`src/serial_port_pkg.sv`:
```
// Package for the synchronous serial port: register map, field positions,
// reset values, pin types and prescaler decoding.
// Assumes a 32-bit AXI4-Lite master and one system clock.
package serial_port_pkg;

  // Register byte addresses
  localparam logic [3:0] STATUS_ADDR  = 4'h0;
  localparam logic [3:0] CONTROL_ADDR = 4'h4;
  localparam logic [3:0] BUFFER_ADDR  = 4'h8;
  localparam logic [3:0] IRQ_ADDR     = 4'hc;

  // Status register fields
  localparam int ST_ENABLE_BIT   = 15;
  localparam int ST_SIDL_BIT     = 13;
  localparam int ST_ROV_BIT      = 6;
  localparam int ST_TBF_BIT      = 1;
  localparam int ST_RBF_BIT      = 0;

  // Control register fields
  localparam int CT_FRAMING_BIT  = 14;
  localparam int CT_FSD_BIT      = 13;
  localparam int CT_DATA_OUTPUT_DISABLE_BIT   = 11;
  localparam int CT_WIDTH_BIT    = 10;
  localparam int CT_SMP_BIT      = 9;
  localparam int CT_CKE_BIT      = 8;
  localparam int CT_SELECT_PIN_CONTROL_ENABLE_BIT     = 7;
  localparam int CT_CKP_BIT      = 6;
  localparam int CT_MASTER_BIT   = 5;
  localparam int CT_SPRE_LSB     = 2;
  localparam int CT_PPRE_LSB     = 0;
  localparam logic [15:0] CT_WRITE_MASK = 16'h6fff;

  // Interrupt register fields
  localparam int IRQ_FLAG_BIT    = 0;
  localparam int IRQ_ENABLE_BIT  = 1;

  // Reset values
  localparam logic [15:0] REG_RESET = 16'h0000;

  // Fixed module clock division ahead of the prescalers
  localparam int FOSC_DIV        = 4;

  // AXI responses
  localparam logic [1:0] RESP_OKAY   = 2'h0;
  localparam logic [1:0] RESP_SLVERR = 2'h2;

  typedef struct packed {
    logic        sck_in;
    logic        sdi;
    logic        ss_in;
  } pin_in_t;

  typedef struct packed {
    logic        sck_out;
    logic        sck_oe;
    logic        sdo;
    logic        sdo_oe;
    logic        ss_out;
    logic        ss_oe;
  } pin_out_t;

  // Half period of the serial clock in system clocks
  function automatic logic [10:0] half_period(input logic [1:0] ppre, input logic [2:0] spre);
    logic [10:0] prim;
    logic [10:0] sec;
    prim = 11'h001;
    sec  = 11'h008 - {8'h00, spre};
    unique case (ppre)
      2'h0: prim = 11'h040;
      2'h1: prim = 11'h010;
      2'h2: prim = 11'h004;
      2'h3: prim = 11'h001;
    endcase
    half_period = 11'((FOSC_DIV / 2) * prim * sec);
  endfunction : half_period

endpackage : serial_port_pkg

```
`src/serial_port.sv`:
```
// Synchronous serial port, master or slave, with AXI4-Lite registers.
// Assumes pins are synchronous to sys_clk and sys_clk is the oscillator clock.
`timescale 1ns/1ps
module serial_port
  import serial_port_pkg::*;
(
  // Clock and reset
  input  wire logic                    sys_clk,
  input  wire logic                    arst_n,
  // Power modes
  input  wire logic                    sleep_mode,
  input  wire logic                    idle_mode,
  // AXI4-Lite write
  input  wire logic [3:0]              s_axi_awaddr,
  input  wire logic                    s_axi_awvalid,
  output      logic                    s_axi_awready,
  input  wire logic [31:0]             s_axi_wdata,
  input  wire logic [3:0]              s_axi_wstrb,
  input  wire logic                    s_axi_wvalid,
  output      logic                    s_axi_wready,
  output      logic [1:0]              s_axi_bresp,
  output      logic                    s_axi_bvalid,
  input  wire logic                    s_axi_bready,
  // AXI4-Lite read
  input  wire logic [3:0]              s_axi_araddr,
  input  wire logic                    s_axi_arvalid,
  output      logic                    s_axi_arready,
  output      logic [31:0]             s_axi_rdata,
  output      logic [1:0]              s_axi_rresp,
  output      logic                    s_axi_rvalid,
  input  wire logic                    s_axi_rready,
  // Serial pins
  input  wire serial_port_pkg::pin_in_t  pins_in,
  output      serial_port_pkg::pin_out_t pins_out,
  // Interrupt request
  output      logic                    transfer_irq
);
  import serial_port_pkg::*;

  typedef struct packed {
    logic [15:0] sr;
    logic [15:0] txb;
    logic [15:0] rxb;
    logic [15:0] ctrl;
    logic        en;
    logic        sidl;
    logic        rov;
    logic        tbf;
    logic        rbf;
    logic        irq_flag;
    logic        irq_en;
    logic        busy;
    logic        fphase;
    logic        armed;
    logic        synced;
    logic [5:0]  edges;
    logic [4:0]  bits;
    logic [10:0] div;
    logic        sck;
    logic        sdo;
    logic        sck_prev;
    logic        aw_got;
    logic        w_got;
    logic [3:0]  waddr;
    logic [31:0] wdata;
    logic [3:0]  wstrb;
    logic        bvalid;
    logic [1:0]  bresp;
    logic        rvalid;
    logic [31:0] rdata;
    logic [1:0]  rresp;
  } state_t;

  state_t s_q;
  state_t s_d;

  function automatic logic [15:0] merge(input logic [15:0] old, input logic [31:0] wd,
                                        input logic [3:0] st);
    merge = {st[1] ? wd[15:8] : old[15:8], st[0] ? wd[7:0] : old[7:0]};
  endfunction : merge

  logic        wide;
  logic        cke;
  logic        clock_idle_polarity;
  logic        master;
  logic        framing;
  logic        fsd;
  logic        select_pin_control_enable;
  logic [10:0] hp;
  logic [4:0]  last_bit;
  logic        halted;
  logic        ev_lead;
  logic        ev_trail;
  logic        ev_samp;
  logic        ev_xmit;
  logic        sel_block;
  logic        do_write;
  logic        do_read;
  logic [15:0] wv;
  logic [15:0] new_sr;

  assign wide      = s_q.ctrl[CT_WIDTH_BIT];
  assign cke       = s_q.ctrl[CT_CKE_BIT];
  assign clock_idle_polarity       = s_q.ctrl[CT_CKP_BIT];
  assign master    = s_q.ctrl[CT_MASTER_BIT];
  assign framing   = s_q.ctrl[CT_FRAMING_BIT];
  assign fsd       = s_q.ctrl[CT_FSD_BIT];
  assign select_pin_control_enable      = s_q.ctrl[CT_SELECT_PIN_CONTROL_ENABLE_BIT];
  assign hp        = half_period(s_q.ctrl[CT_PPRE_LSB +: 2], s_q.ctrl[CT_SPRE_LSB +: 3]);
  assign last_bit  = wide ? 5'h0f : 5'h07;
  // Halt freezes the serial engine; disable or sleep additionally aborts below
  assign halted    = !s_q.en || sleep_mode || (idle_mode && s_q.sidl);
  assign sel_block = !master && select_pin_control_enable && !framing && pins_in.ss_in;

  // Handshake outputs straight from state
  assign s_axi_awready = !s_q.aw_got && !s_q.bvalid;
  assign s_axi_wready  = !s_q.w_got && !s_q.bvalid;
  assign s_axi_bvalid  = s_q.bvalid;
  assign s_axi_bresp   = s_q.bresp;
  assign s_axi_arready = !s_q.rvalid;
  assign s_axi_rvalid  = s_q.rvalid;
  assign s_axi_rdata   = s_q.rdata;
  assign s_axi_rresp   = s_q.rresp;

  assign do_write = s_q.aw_got && s_q.w_got && !s_q.bvalid;
  assign do_read  = s_axi_arvalid && !s_q.rvalid;

  always_comb
  begin
    s_d      = s_q;
    ev_lead  = 1'b0;
    ev_trail = 1'b0;
    ev_samp  = 1'b0;
    ev_xmit  = 1'b0;
    wv       = 16'h0000;
    new_sr   = 16'h0000;

    // Write channels taken in either order
    if (s_axi_awvalid && s_axi_awready)
    begin
      s_d.aw_got = 1'b1;
      s_d.waddr  = s_axi_awaddr;
    end
    if (s_axi_wvalid && s_axi_wready)
    begin
      s_d.w_got = 1'b1;
      s_d.wdata = s_axi_wdata;
      s_d.wstrb = s_axi_wstrb;
    end
    if (s_q.bvalid && s_axi_bready)
      s_d.bvalid = 1'b0;
    if (s_q.rvalid && s_axi_rready)
      s_d.rvalid = 1'b0;

    // Serial engine; overflow stalls it until the buffer is read
    s_d.sck_prev = pins_in.sck_in;
    if (halted)
    begin
      if (!s_q.en || sleep_mode)
      begin
        s_d.busy   = 1'b0;
        s_d.fphase = 1'b0;
        s_d.armed  = 1'b0;
        s_d.synced = 1'b0;
        s_d.bits   = 5'h00;
        s_d.edges  = 6'h00;
        s_d.div    = 11'h000;
        s_d.sck    = clock_idle_polarity;
      end
    end
    else if (!(s_q.rov && s_q.rbf))
    begin
      if (master)
      begin
        if (!s_q.busy)
        begin
          s_d.sck = clock_idle_polarity;
          if (s_q.tbf && (!framing || !fsd || pins_in.ss_in))
          begin
            s_d.sr     = s_q.txb;
            s_d.tbf    = 1'b0;
            s_d.busy   = 1'b1;
            s_d.fphase = framing && !fsd;
            s_d.armed  = !(framing && !fsd);
            s_d.edges  = 6'h00;
            s_d.bits   = 5'h00;
            s_d.div    = 11'h000;
            if (cke)
              s_d.sdo = wide ? s_q.txb[15] : s_q.txb[7];
          end
        end
        else if (s_q.div == hp - 11'h001)
        begin
          s_d.div = 11'h000;
          s_d.sck = !s_q.sck;
          ev_lead  = (s_q.sck == clock_idle_polarity);
          ev_trail = (s_q.sck != clock_idle_polarity);
          s_d.edges = s_q.edges + 6'h01;
          if (s_q.fphase)
          begin
            ev_lead  = 1'b0;
            ev_trail = 1'b0;
            if (s_q.edges == 6'h01)
            begin
              s_d.fphase = 1'b0;
              s_d.armed  = 1'b1;
              s_d.edges  = 6'h00;
              if (cke)
                s_d.sdo = wide ? s_q.sr[15] : s_q.sr[7];
            end
          end
          else if (s_q.edges == {last_bit, 1'b1})
            s_d.busy = 1'b0;
        end
        else
          s_d.div = s_q.div + 11'h001;
      end
      else
      begin
        ev_lead  = (s_q.sck_prev == clock_idle_polarity) && (pins_in.sck_in != clock_idle_polarity);
        ev_trail = (s_q.sck_prev != clock_idle_polarity) && (pins_in.sck_in == clock_idle_polarity);
        if (sel_block)
        begin
          ev_lead  = 1'b0;
          ev_trail = 1'b0;
          s_d.bits = 5'h00;
          s_d.busy = 1'b0;
        end
        if (framing && fsd)
        begin
          if (pins_in.ss_in && ev_lead)
            s_d.synced = 1'b1;
          if (!s_q.armed && s_q.bits == 5'h00)
          begin
            ev_lead  = 1'b0;
            ev_trail = 1'b0;
          end
        end
        else
          s_d.armed = 1'b1;
        if (!s_q.busy && s_q.bits == 5'h00 && s_q.tbf)
        begin
          s_d.sr  = s_q.txb;
          s_d.tbf = 1'b0;
          if (cke)
            s_d.sdo = wide ? s_q.txb[15] : s_q.txb[7];
        end
        if (s_q.synced && (cke ? ev_trail : ev_lead))
        begin
          s_d.synced = 1'b0;
          s_d.armed  = 1'b1;
        end
      end

      ev_samp = cke ? ev_lead : ev_trail;
      ev_xmit = cke ? ev_trail : ev_lead;
      if (ev_xmit && s_q.armed)
        s_d.sdo = wide ? s_q.sr[15] : s_q.sr[7];
      if (ev_samp && s_q.armed)
      begin
        new_sr = {s_q.sr[14:0], pins_in.sdi};
        s_d.sr = new_sr;
        s_d.bits = s_q.bits + 5'h01;
        if (!master)
          s_d.busy = 1'b1;
        if (s_q.bits == last_bit)
        begin
          // Completes mid last bit in master mode only with cke set; with cke clear, on the last edge
          s_d.bits = 5'h00;
          s_d.irq_flag = 1'b1;
          if (!master)
          begin
            s_d.busy = 1'b0;
            s_d.armed = !(framing && fsd);
          end
          if (s_q.rbf)
            s_d.rov = 1'b1;
          else
          begin
            s_d.rxb = wide ? new_sr : {8'h00, new_sr[7:0]};
            s_d.rbf = 1'b1;
          end
          if (s_q.tbf)
          begin
            s_d.sr  = s_q.txb;
            s_d.tbf = 1'b0;
            if (cke)
              s_d.sdo = wide ? s_q.txb[15] : s_q.txb[7];
          end
        end
      end
    end

    // Register write; hardware set takes priority over software clear
    if (do_write)
    begin
      s_d.w_got  = 1'b0;
      s_d.aw_got = 1'b0;
      s_d.bvalid = 1'b1;
      s_d.bresp  = RESP_OKAY;
      unique case (s_q.waddr)
        STATUS_ADDR:
        begin
          wv = merge({s_q.en, 1'b0, s_q.sidl, 6'h00, s_q.rov, 6'h00}, s_q.wdata, s_q.wstrb);
          s_d.en   = wv[ST_ENABLE_BIT];
          s_d.sidl = wv[ST_SIDL_BIT];
          s_d.rov  = (s_q.rov && wv[ST_ROV_BIT]) || s_d.rov;
        end
        CONTROL_ADDR:
        begin
          wv = merge(s_q.ctrl, s_q.wdata, s_q.wstrb) & CT_WRITE_MASK;
          s_d.ctrl = wv;
          if (wv[CT_WIDTH_BIT] != wide)
          begin
            s_d.busy   = 1'b0;
            s_d.fphase = 1'b0;
            s_d.armed  = 1'b0;
            s_d.synced = 1'b0;
            s_d.bits   = 5'h00;
            s_d.edges  = 6'h00;
            s_d.div    = 11'h000;
            s_d.rbf    = 1'b0;
            s_d.tbf    = 1'b0;
            s_d.rov    = 1'b0;
            s_d.sck    = wv[CT_CKP_BIT];
          end
        end
        BUFFER_ADDR:
        begin
          s_d.txb = merge(s_q.txb, s_q.wdata, s_q.wstrb);
          s_d.tbf = 1'b1;
        end
        IRQ_ADDR:
        begin
          s_d.irq_en = s_q.wstrb[0] ? s_q.wdata[IRQ_ENABLE_BIT] : s_q.irq_en;
          if (s_q.wstrb[0] && s_q.wdata[IRQ_FLAG_BIT] && !(s_d.irq_flag && !s_q.irq_flag))
            s_d.irq_flag = 1'b0;
        end
        default: s_d.bresp = RESP_SLVERR;
      endcase
    end

    // Register read; reading the buffer frees the receive path
    if (do_read)
    begin
      s_d.rvalid = 1'b1;
      s_d.rresp  = RESP_OKAY;
      s_d.rdata  = 32'h0000_0000;
      unique case (s_axi_araddr)
        STATUS_ADDR:  s_d.rdata = {16'h0000, s_q.en, 1'b0, s_q.sidl, 6'h00, s_q.rov,
                                   4'h0, s_q.tbf, s_q.rbf};
        CONTROL_ADDR: s_d.rdata = {16'h0000, s_q.ctrl};
        BUFFER_ADDR:
        begin
          s_d.rdata = {16'h0000, s_q.rxb};
          if (!(s_d.rbf && !s_q.rbf))
            s_d.rbf = 1'b0;
        end
        IRQ_ADDR:     s_d.rdata = {30'h0000_0000, s_q.irq_en, s_q.irq_flag};
        default:      s_d.rresp = RESP_SLVERR;
      endcase
    end
  end

  always_ff @(posedge sys_clk or negedge arst_n)
  begin
    if (!arst_n)
    begin
      s_q <= '0;
      s_q.ctrl <= REG_RESET;
      s_q.txb  <= REG_RESET;
      s_q.rxb  <= REG_RESET;
    end
    else
      s_q <= s_d;
  end

  // Pin drivers
  assign pins_out.sck_out = s_q.sck;
  assign pins_out.sck_oe  = s_q.en && master;
  assign pins_out.sdo     = s_q.sdo;
  assign pins_out.sdo_oe  = s_q.en && !sleep_mode && !s_q.ctrl[CT_DATA_OUTPUT_DISABLE_BIT] && !sel_block;
  assign pins_out.ss_out  = s_q.fphase;
  assign pins_out.ss_oe   = s_q.en && framing && !fsd;
  assign transfer_irq     = s_q.irq_flag && s_q.irq_en;

endmodule : serial_port

```
`config.mk`:
```
export PLATFORM = sky130hd
export DESIGN_NAME = serial_port
export DESIGN_NICKNAME = d
export VERILOG_FILES = /design/src/serial_port_pkg.sv /design/src/serial_port.sv
export SDC_FILE = /design/constraint.sdc
export NUM_CORES = 1
export LEC_CHECK = 0
export BUFFER_PORTS_ARGS = -buffer_cell sky130_fd_sc_hd__buf_2
export CORE_UTILIZATION = 45
export CTS_CLUSTER_DIAMETER = 100
export DETAILED_ROUTE_END_ITERATION = 7
export MAX_ROUTING_LAYER = met4
export PLACE_DENSITY = 0.62
export SYNTH_ARGS = -nofsm -noshare
export SYNTH_HDL_FRONTEND = slang
export SYNTH_SLANG_ARGS = --single-unit
export TNS_END_PERCENT = 20
```
`constraint.sdc`:
```
create_clock -name sys_clk -period 6.6 [get_ports sys_clk]
set_clock_uncertainty 0.1 [all_clocks]
set_input_delay 0.66 -clock sys_clk [delete_from_list [all_inputs] [get_ports sys_clk]]
set_output_delay 0.66 -clock sys_clk [all_outputs]
set_load 0.005 [all_outputs]
```
==> flow_summary.json, run 1 <==
{
  "crit_path_start_kind": "flip-flop",
  "gp_congestion": 0.898,
  "placedCellCount": 1063,
  "fin_util_pct": 51.3,
  "fp-row-count": 49,
  "reg2reg_depth": 18,
  "dieWidth_um": 139,
  "cts_sinks": 142,
  "grt_pass1_vias": 6139,
  "ctsHoldBuffers": 0,
  "synth-seq-cells": 142,
  "p_total_mw": 2.98,
  "tritoncts": "yes",
  "power_density_nw_per_um2": 320,
  "p_comb_share_pct": 25.4,
  "cts_buffers": 17,
  "critical-path-max-stage-delay_ns": 0.57,
  "grtUsageMet2_pct": 33.0,
  "p_int_mw": 1.99,
  "yosys_warnings": 0,
  "path_class": "flip-flop to flip-flop",
  "io_pins": 104,
  "worstMarginPinSlew_ns": 1.12,
  "crit_chain": "inv_1, ha_1, inv_1, nor2_1, ha_1, ha_1, ha_1, fa_1, xnor2_1, mux2i_1, nand3_1, a2111oi_4, a41oi_1, and3_1, nor3_4, buf_4, mux2_1, mux2_2",
  "use_met1_pct": 30.5,
  "rsz0062_at_grt": "false",
  "reg2reg_to": "s_q[164]",
  "hold_class": "input pin to async pin",
  "postCtsSetupBuffers": 0,
  "insertion_delay_ns": 0.43,
  "fin_tns_setup_ns": 0,
  "dieArea_sq_um": 19300,
  "grt_pass1_wl_um": 32600,
  "avgSynthCellArea_sq_um": 10.3,
  "top_usage_layer": "met2",
  "crit_buf_inv": 3,
  "port_buffers": 67,
  "crit_path_end_kind": "flip-flop",
  "viasPerCell": 5.78,
  "die_h_um": 139,
  "cpMostUsedCell": "ha_1",
  "path_max_fanout": 16,
  "setup_slack_ns": 1.01,
  "required_ns": 6.80,
  "drc_errors": 30,
  "whs_ns": 0.124,
  "ant_nets": 0,
  "syn-instance-count": 816,
  "ys.flop_type": "dfrtp_1",
  "drv_slew": 0,
  "synth.distinct_cells": 83,
  "drtIter0Drc": 494,
  "vdd_drop_max_mv": 0.219,
  "grt-ovfl-total": 0,
  "wire_per_inst_um": 18.0,
  "arrival_ns": 5.79,
  "routed_wl_um": 19700,
  "rr_startpoint": "s_q[118]",
  "layout.cells.non_filler": 1096,
  "area_growth_syn_to_layout_pct": 10.6,
  "drive_above_1_share_pct": 25.2,
  "pwr-share-seq_pct": 41.4,
  "p_leak_nw": 4.44,
  "final_cell_mix": "dfrtp_1 (142), mux2_2 (80), nand2_1 (67), buf_2 (66), nor2_1 (56)",
  "met3_usage_pct": 4.35,
  "relSlewSlack_pct": 25.0,
  "pwr-share-clk_pct": 33.2,
  "initial_utilization_pct": 46.4,
  "cts.path.max_buffers": 2,
  "antenna_found_initial": 0,
  "grt_usage_pct": 22.3,
  "violations": "design-rule violations",
  "vias": 6332,
  "core_area_sq_um": 18100,
  "timing.fmax_mhz": 179,
  "sw_frac_of_total_pct": 33.3,
  "post-place-ws_ns": 1.12,
  "ys_async_sr_fraction_pct": 100,
  "synth_area_sq_um": 8420,
  "cts_root_buf": "clkbuf_16",
  "design_area_sq_um": 9320,
  "outcome": "complete, but fails checks",
  "maxCapViolations": 0,
  "final_common_cell": "dfrtp_1",
  "synth_edf_count": 0,
  "dpl_cell_area_sq_um": 8710,
  "htree_levels": 4,
  "critPathSlowestCell": "fa_1",
  "first_pass_iters": 7,
  "path_clk_slew_ns": 0.06,
  "finalNetCount": 932,
  "path_delay_family": "adder cells",
  "ctsResizeCount": 0,
  "rrSetupSlack_ns": 1.01,
  "power_switching_mw": 0.993,
  "period_minus_slack_ns": 5.59,
  "setup_viol": 0,
  "finalCritPeriodShare_pct": 84.7,
  "place_hpwl_um": 14000,
  "ys_seq_area_share_pct": 42.2,
  "hold_violations": 0,
  "grt_start_max_net_pins": 78
}
kinds of logic after synthesis:
| family | after synthesis | synth area share (%) |
|---|---|---|
| and+or+nand+nor | 261 | 15.8 |
| AOI/OAI and AO/OA | 156 | 13.4 |
| DFF | 142 | 42.2 |
| muxes | 116 | 15.9 |
| buffers and inverters | 96 | 6.55 |
| adders and majority gates | 23 | 3.51 |
| xor gates and xnor gates | 21 | 2.50 |
| other | 1 | 0.0445 |
worst reg2reg max path, stage by stage, from the launching register on:
cell and delay, ns:
dfrtp_1 0.41, inv_1 0.13, ha_1 0.34, inv_1 0.11, nor2_1 0.06, ha_1 0.18
ha_1 0.19, ha_1 0.20, fa_1 0.57, xnor2_1 0.50, mux2i_1 0.24, nand3_1 0.16
a2111oi_4 0.53, a41oi_1 0.23, and3_1 0.35, nor3_4 0.22, buf_4 0.31, mux2_1 0.36
mux2_2 0.26
per-layer routing:
layer,vias up,wire length (um)
li1,2996,-
met4,0,349
met1,3087,9410
met5,-,0
met3,38,1130
met2,211,8850
final cells by class:
cell class / instances / area [sq um]
Timing Repair Buffer: 74 / 394
Inverter: 23 / 86.3
Antenna cell: 1 / 2.50
Sequential cell: 142 / 3550
Tap cell: 229 / 287
Fill cell: 1704 / 8830
Clock inverter: 12 / 149
Multi-Input combinational cell: 595 / 4390
Clock buffer: 20 / 457
synth_stat cells, types with 3 or more instances:
library cell	number	share of area, %
dfrtp_1	142	42
mux2_2	80	11
nand2_1	67	3.0
nor2_1	56	2.5
buf_4	39	3.5
nor3_1	33	2.0
o21ai_0	33	2.0
a21oi_1	31	1.8
clkbuf_1	24	1.1
nand3_1	24	1.4
inv_1	23	1.0
ha_1	22	3.3
mux2i_1	17	2.0
nor2b_1	15	1.1
a22oi_1	13	1.2
mux2_4	12	2.1
a31oi_1	11	0.82
and3_1	11	0.82
xor2_1	11	1.1
and2_1	10	0.74
a21o_1	8	0.71
xnor2_1	8	0.83
a311oi_1	6	0.62
mux2_1	6	0.80
a41oi_1	5	0.52
buf_2	5	0.30
nand2b_1	5	0.37
nand3b_1	5	0.45
o311a_1	5	0.59
nor3b_1	4	0.36
o2111a_1	4	0.53
or3_1	4	0.30
a31o_2	3	0.31
buf_6	3	0.40
nand4_1	3	0.22
nand4b_1	3	0.31
nor4_1	3	0.22
or4_1	3	0.27
worst max-delay path by stage:
stage	startpoint	to	slack, ns	depth (start not counted)
floorplan	s_q[118]	s_q[169]	1.57	21
global placement	s_q[118]	s_q[168]	1.10	18
detailed placement	s_q[118]	s_q[168]	1.12	18
CTS	s_q[118]	s_q[179]	1.02	18
global route	s_q[118]	s_q[164]	0.63	18
finish	s_q[118]	s_q[164]	1.01	18
registers in the layout, indices dropped and copies added, names as in the netlist:
register             count
framing                  1
master                   1
s_axi_rvalid             1
s_axi_bresp              1
s_q                    114
fsd                      1
s_axi_rresp              1
cke                      1
s_axi_rdata             16
pins_out                 3
s_axi_bvalid             1
clock_idle_polarity      1
power by group through the flow:
stage	clock network (mW)	registers (mW)	logic [mW]
after floorplan	0	1.15	0.639
after global placement	0	1.24	0.741
after detailed placement	0	1.25	0.750
after CTS	1.01	1.23	0.757
after global routing	1.04	1.26	0.836
final	0.990	1.23	0.755
(Power assumes the default switching activity.)
==> inputs of run 2 (changes only) <==
Clock period 6.6 ns to 5.7 ns, I/O delays scaled along.
==> run 2 against run 1 <==
The run still ends with design-rule violations left; hold slack worse by 0.035 ns; clock power is 12% higher; sequential power increased by 15%; via count fell by 0.62%; first-iteration DRC count increased by 27%; combinational power grew 17%; flip-flop and latch count stayed put; fmax up 4.4%; largest power group unchanged; highest routed layer unchanged.
==> flow_summary.json, run 2 (same netlist as run 1, synthesis figures left out) <==
{
  "outcome": "complete, but fails checks",
  "violations": "design-rule violations",
  "relSlewSlack_pct": 23.5,
  "finalCritPeriodShare_pct": 94.0,
  "hold_class": "input pin to async pin",
  "routed-wl-met2_um": 9140,
  "required_ns": 5.90,
  "cts_sinks": 142,
  "viasPerCell": 5.71,
  "pwr-share-clk_pct": 32.4,
  "final_cell_mix": "dfrtp_1 (142), mux2_2 (80), nand2_1 (67), buf_2 (66), nor2_1 (56)",
  "setup_slack_ns": 0.344,
  "io_pins": 104,
  "timing.fmax_mhz": 187,
  "crit_start": "s_q[118]",
  "power_switching_mw": 1.14,
  "path_max_fanout": 16,
  "rrSetupSlack_ns": 0.34,
  "sw_frac_of_total_pct": 33.4,
  "post-place-ws_ns": 0.210,
  "grt_pass1_vias": 6161,
  "finalNetCount": 939,
  "vias": 6293,
  "drv_slew": 0,
  "period_minus_slack_ns": 5.36,
  "dieArea_sq_um": 19300,
  "wire_per_inst_um": 18.0,
  "rsz0062_at_grt": "false",
  "grt_pass1_wl_um": 32900,
  "grt_usage_pct": 22.3,
  "wl_met3_um": 957,
  "initial_utilization_pct": 46.4,
  "tritoncts": "yes",
  "setup_viol": 0,
  "ant_nets": 0,
  "ctsHoldBuffers": 0,
  "reg2reg_depth": 19,
  "wl_met1_um": 9500,
  "top_register": "s_q",
  "layout.cells.non_filler": 1103,
  "pwr-share-seq_pct": 41.6,
  "port_buffers": 67,
  "path_clk_slew_ns": 0.06,
  "crit_path_start_kind": "flip-flop",
  "dieWidth_um": 139,
  "routed.top_layer": "met4",
  "grt_start_max_net_pins": 88,
  "antenna_found_initial": 0,
  "core_area_sq_um": 18100,
  "rr_startpoint": "s_q[118]",
  "grt-ovfl-total": 0,
  "fp-row-count": 49,
  "dpl_cell_area_sq_um": 8730,
  "p_int_mw": 2.28,
  "path_class": "flip-flop to flip-flop",
  "cts_root_buf": "clkbuf_16",
  "cts_buffers": 17,
  "hold_violations": 0,
  "drc_errors": 52,
  "final_common_cell": "dfrtp_1",
  "placedCellCount": 1064,
  "drtIter0Drc": 627,
  "insertion_delay_ns": 0.42,
  "crit_path_end_kind": "flip-flop",
  "die_h_um": 139,
  "design_area_sq_um": 9410,
  "p_comb_share_pct": 25.9,
  "vdd_drop_max_mv": 0.300,
  "routed_wl_um": 19900,
  "p_leak_nw": 4.48,
  "area_growth_syn_to_layout_pct": 11.7,
  "gp_congestion": 0.906,
  "htree_levels": 4,
  "place_hpwl_um": 14100,
  "worstMarginPinSlew_ns": 1.14,
  "maxCapViolations": 0,
  "drive_above_1_share_pct": 26.0,
  "largest_reg_flops": 114,
  "fin_tns_setup_ns": 0,
  "first_pass_iters": 7,
  "cts.path.max_buffers": 2,
  "power_density_nw_per_um2": 364,
  "arrival_ns": 5.56
}
run 2: cell types whose count changed in the layout (fill, tap and decap cells not counted):
cell,delta
buf_4,+4
buf_12,+3
clkbuf_8,-2
clkinv_2,+2
clkinv_4,-2
clkinvlp_4,+2
o21ai_2,-1
o21ai_4,+1
xnor2_1,-1
xnor2_2,+1
xor2_1,-1
xor2_2,+1
run 2: power by group through the flow:
stage / registers [mW] / clock network [mW] / logic, mW
floorplan: 1.33 / 0 / 0.740
global placement: 1.43 / 0 / 0.860
detailed placement: 1.44 / 0 / 0.875
CTS: 1.42 / 1.13 / 0.880
global route: 1.46 / 1.17 / 0.988
finish: 1.42 / 1.11 / 0.887
run 2: what timing repair did:
action                                  in CTS  in global routing
hold endpoints to repair                     0                  0
resized for setup                            0                  3
setup buffers                                0                  6
endpoints found under the setup margin       0                 33
run 2: layout make-up:
type / instances / area [sq um]
inverter: 23 / 86.3
antenna: 1 / 2.50
clock buffer: 18 / 429
timing repair buffer: 81 / 484
tap: 229 / 287
fill: 1632 / 8740
clock inverter: 14 / 156
sequential: 142 / 3550
multi-input combinational: 595 / 4410
run 2: worst max-delay path, stage by stage, from the launching register on:
cell,delay [ns]
dfrtp_1,0.41
inv_1,0.13
ha_1,0.34
inv_1,0.12
nor2_1,0.06
ha_1,0.18
ha_1,0.19
ha_1,0.20
fa_1,0.65
nand3_1,0.12
a32oi_2,0.28
nand3b_1,0.17
or4_1,0.42
mux2i_1,0.24
o2111ai_1,0.22
and3_1,0.34
nor3_4,0.27
buf_12,0.20
mux2_1,0.33
mux2_2,0.26
run 2: path summary, 6_finish.rpt:
check / end
worst max-delay path: s_q[179]
worst min-delay path: s_q[53]
worst max register to register: s_q[179]
worst min register to register: s_axi_rdata[2]
max in group asynchronous: s_q[86]
min in group sys_clk: s_axi_bvalid
run 2: routing by layer:
layer	vias to the layer above	GRT usage (%)
li1	2987	-
met1	3104	30.8
met2	180	34.0
met3	22	4.21
met4	0	5.20
met5	-	-
run 2: per-stage QoR:
step	power [mW]	hold WS, ns	utilization [%]
floorplan	2.07	0.174	-
global placement	2.29	0.361	48.1
detailed placement	2.32	0.367	48.1
CTS	3.43	0.139	51.3
global route	3.63	0.150	51.8
finish	3.42	0.0894	51.8
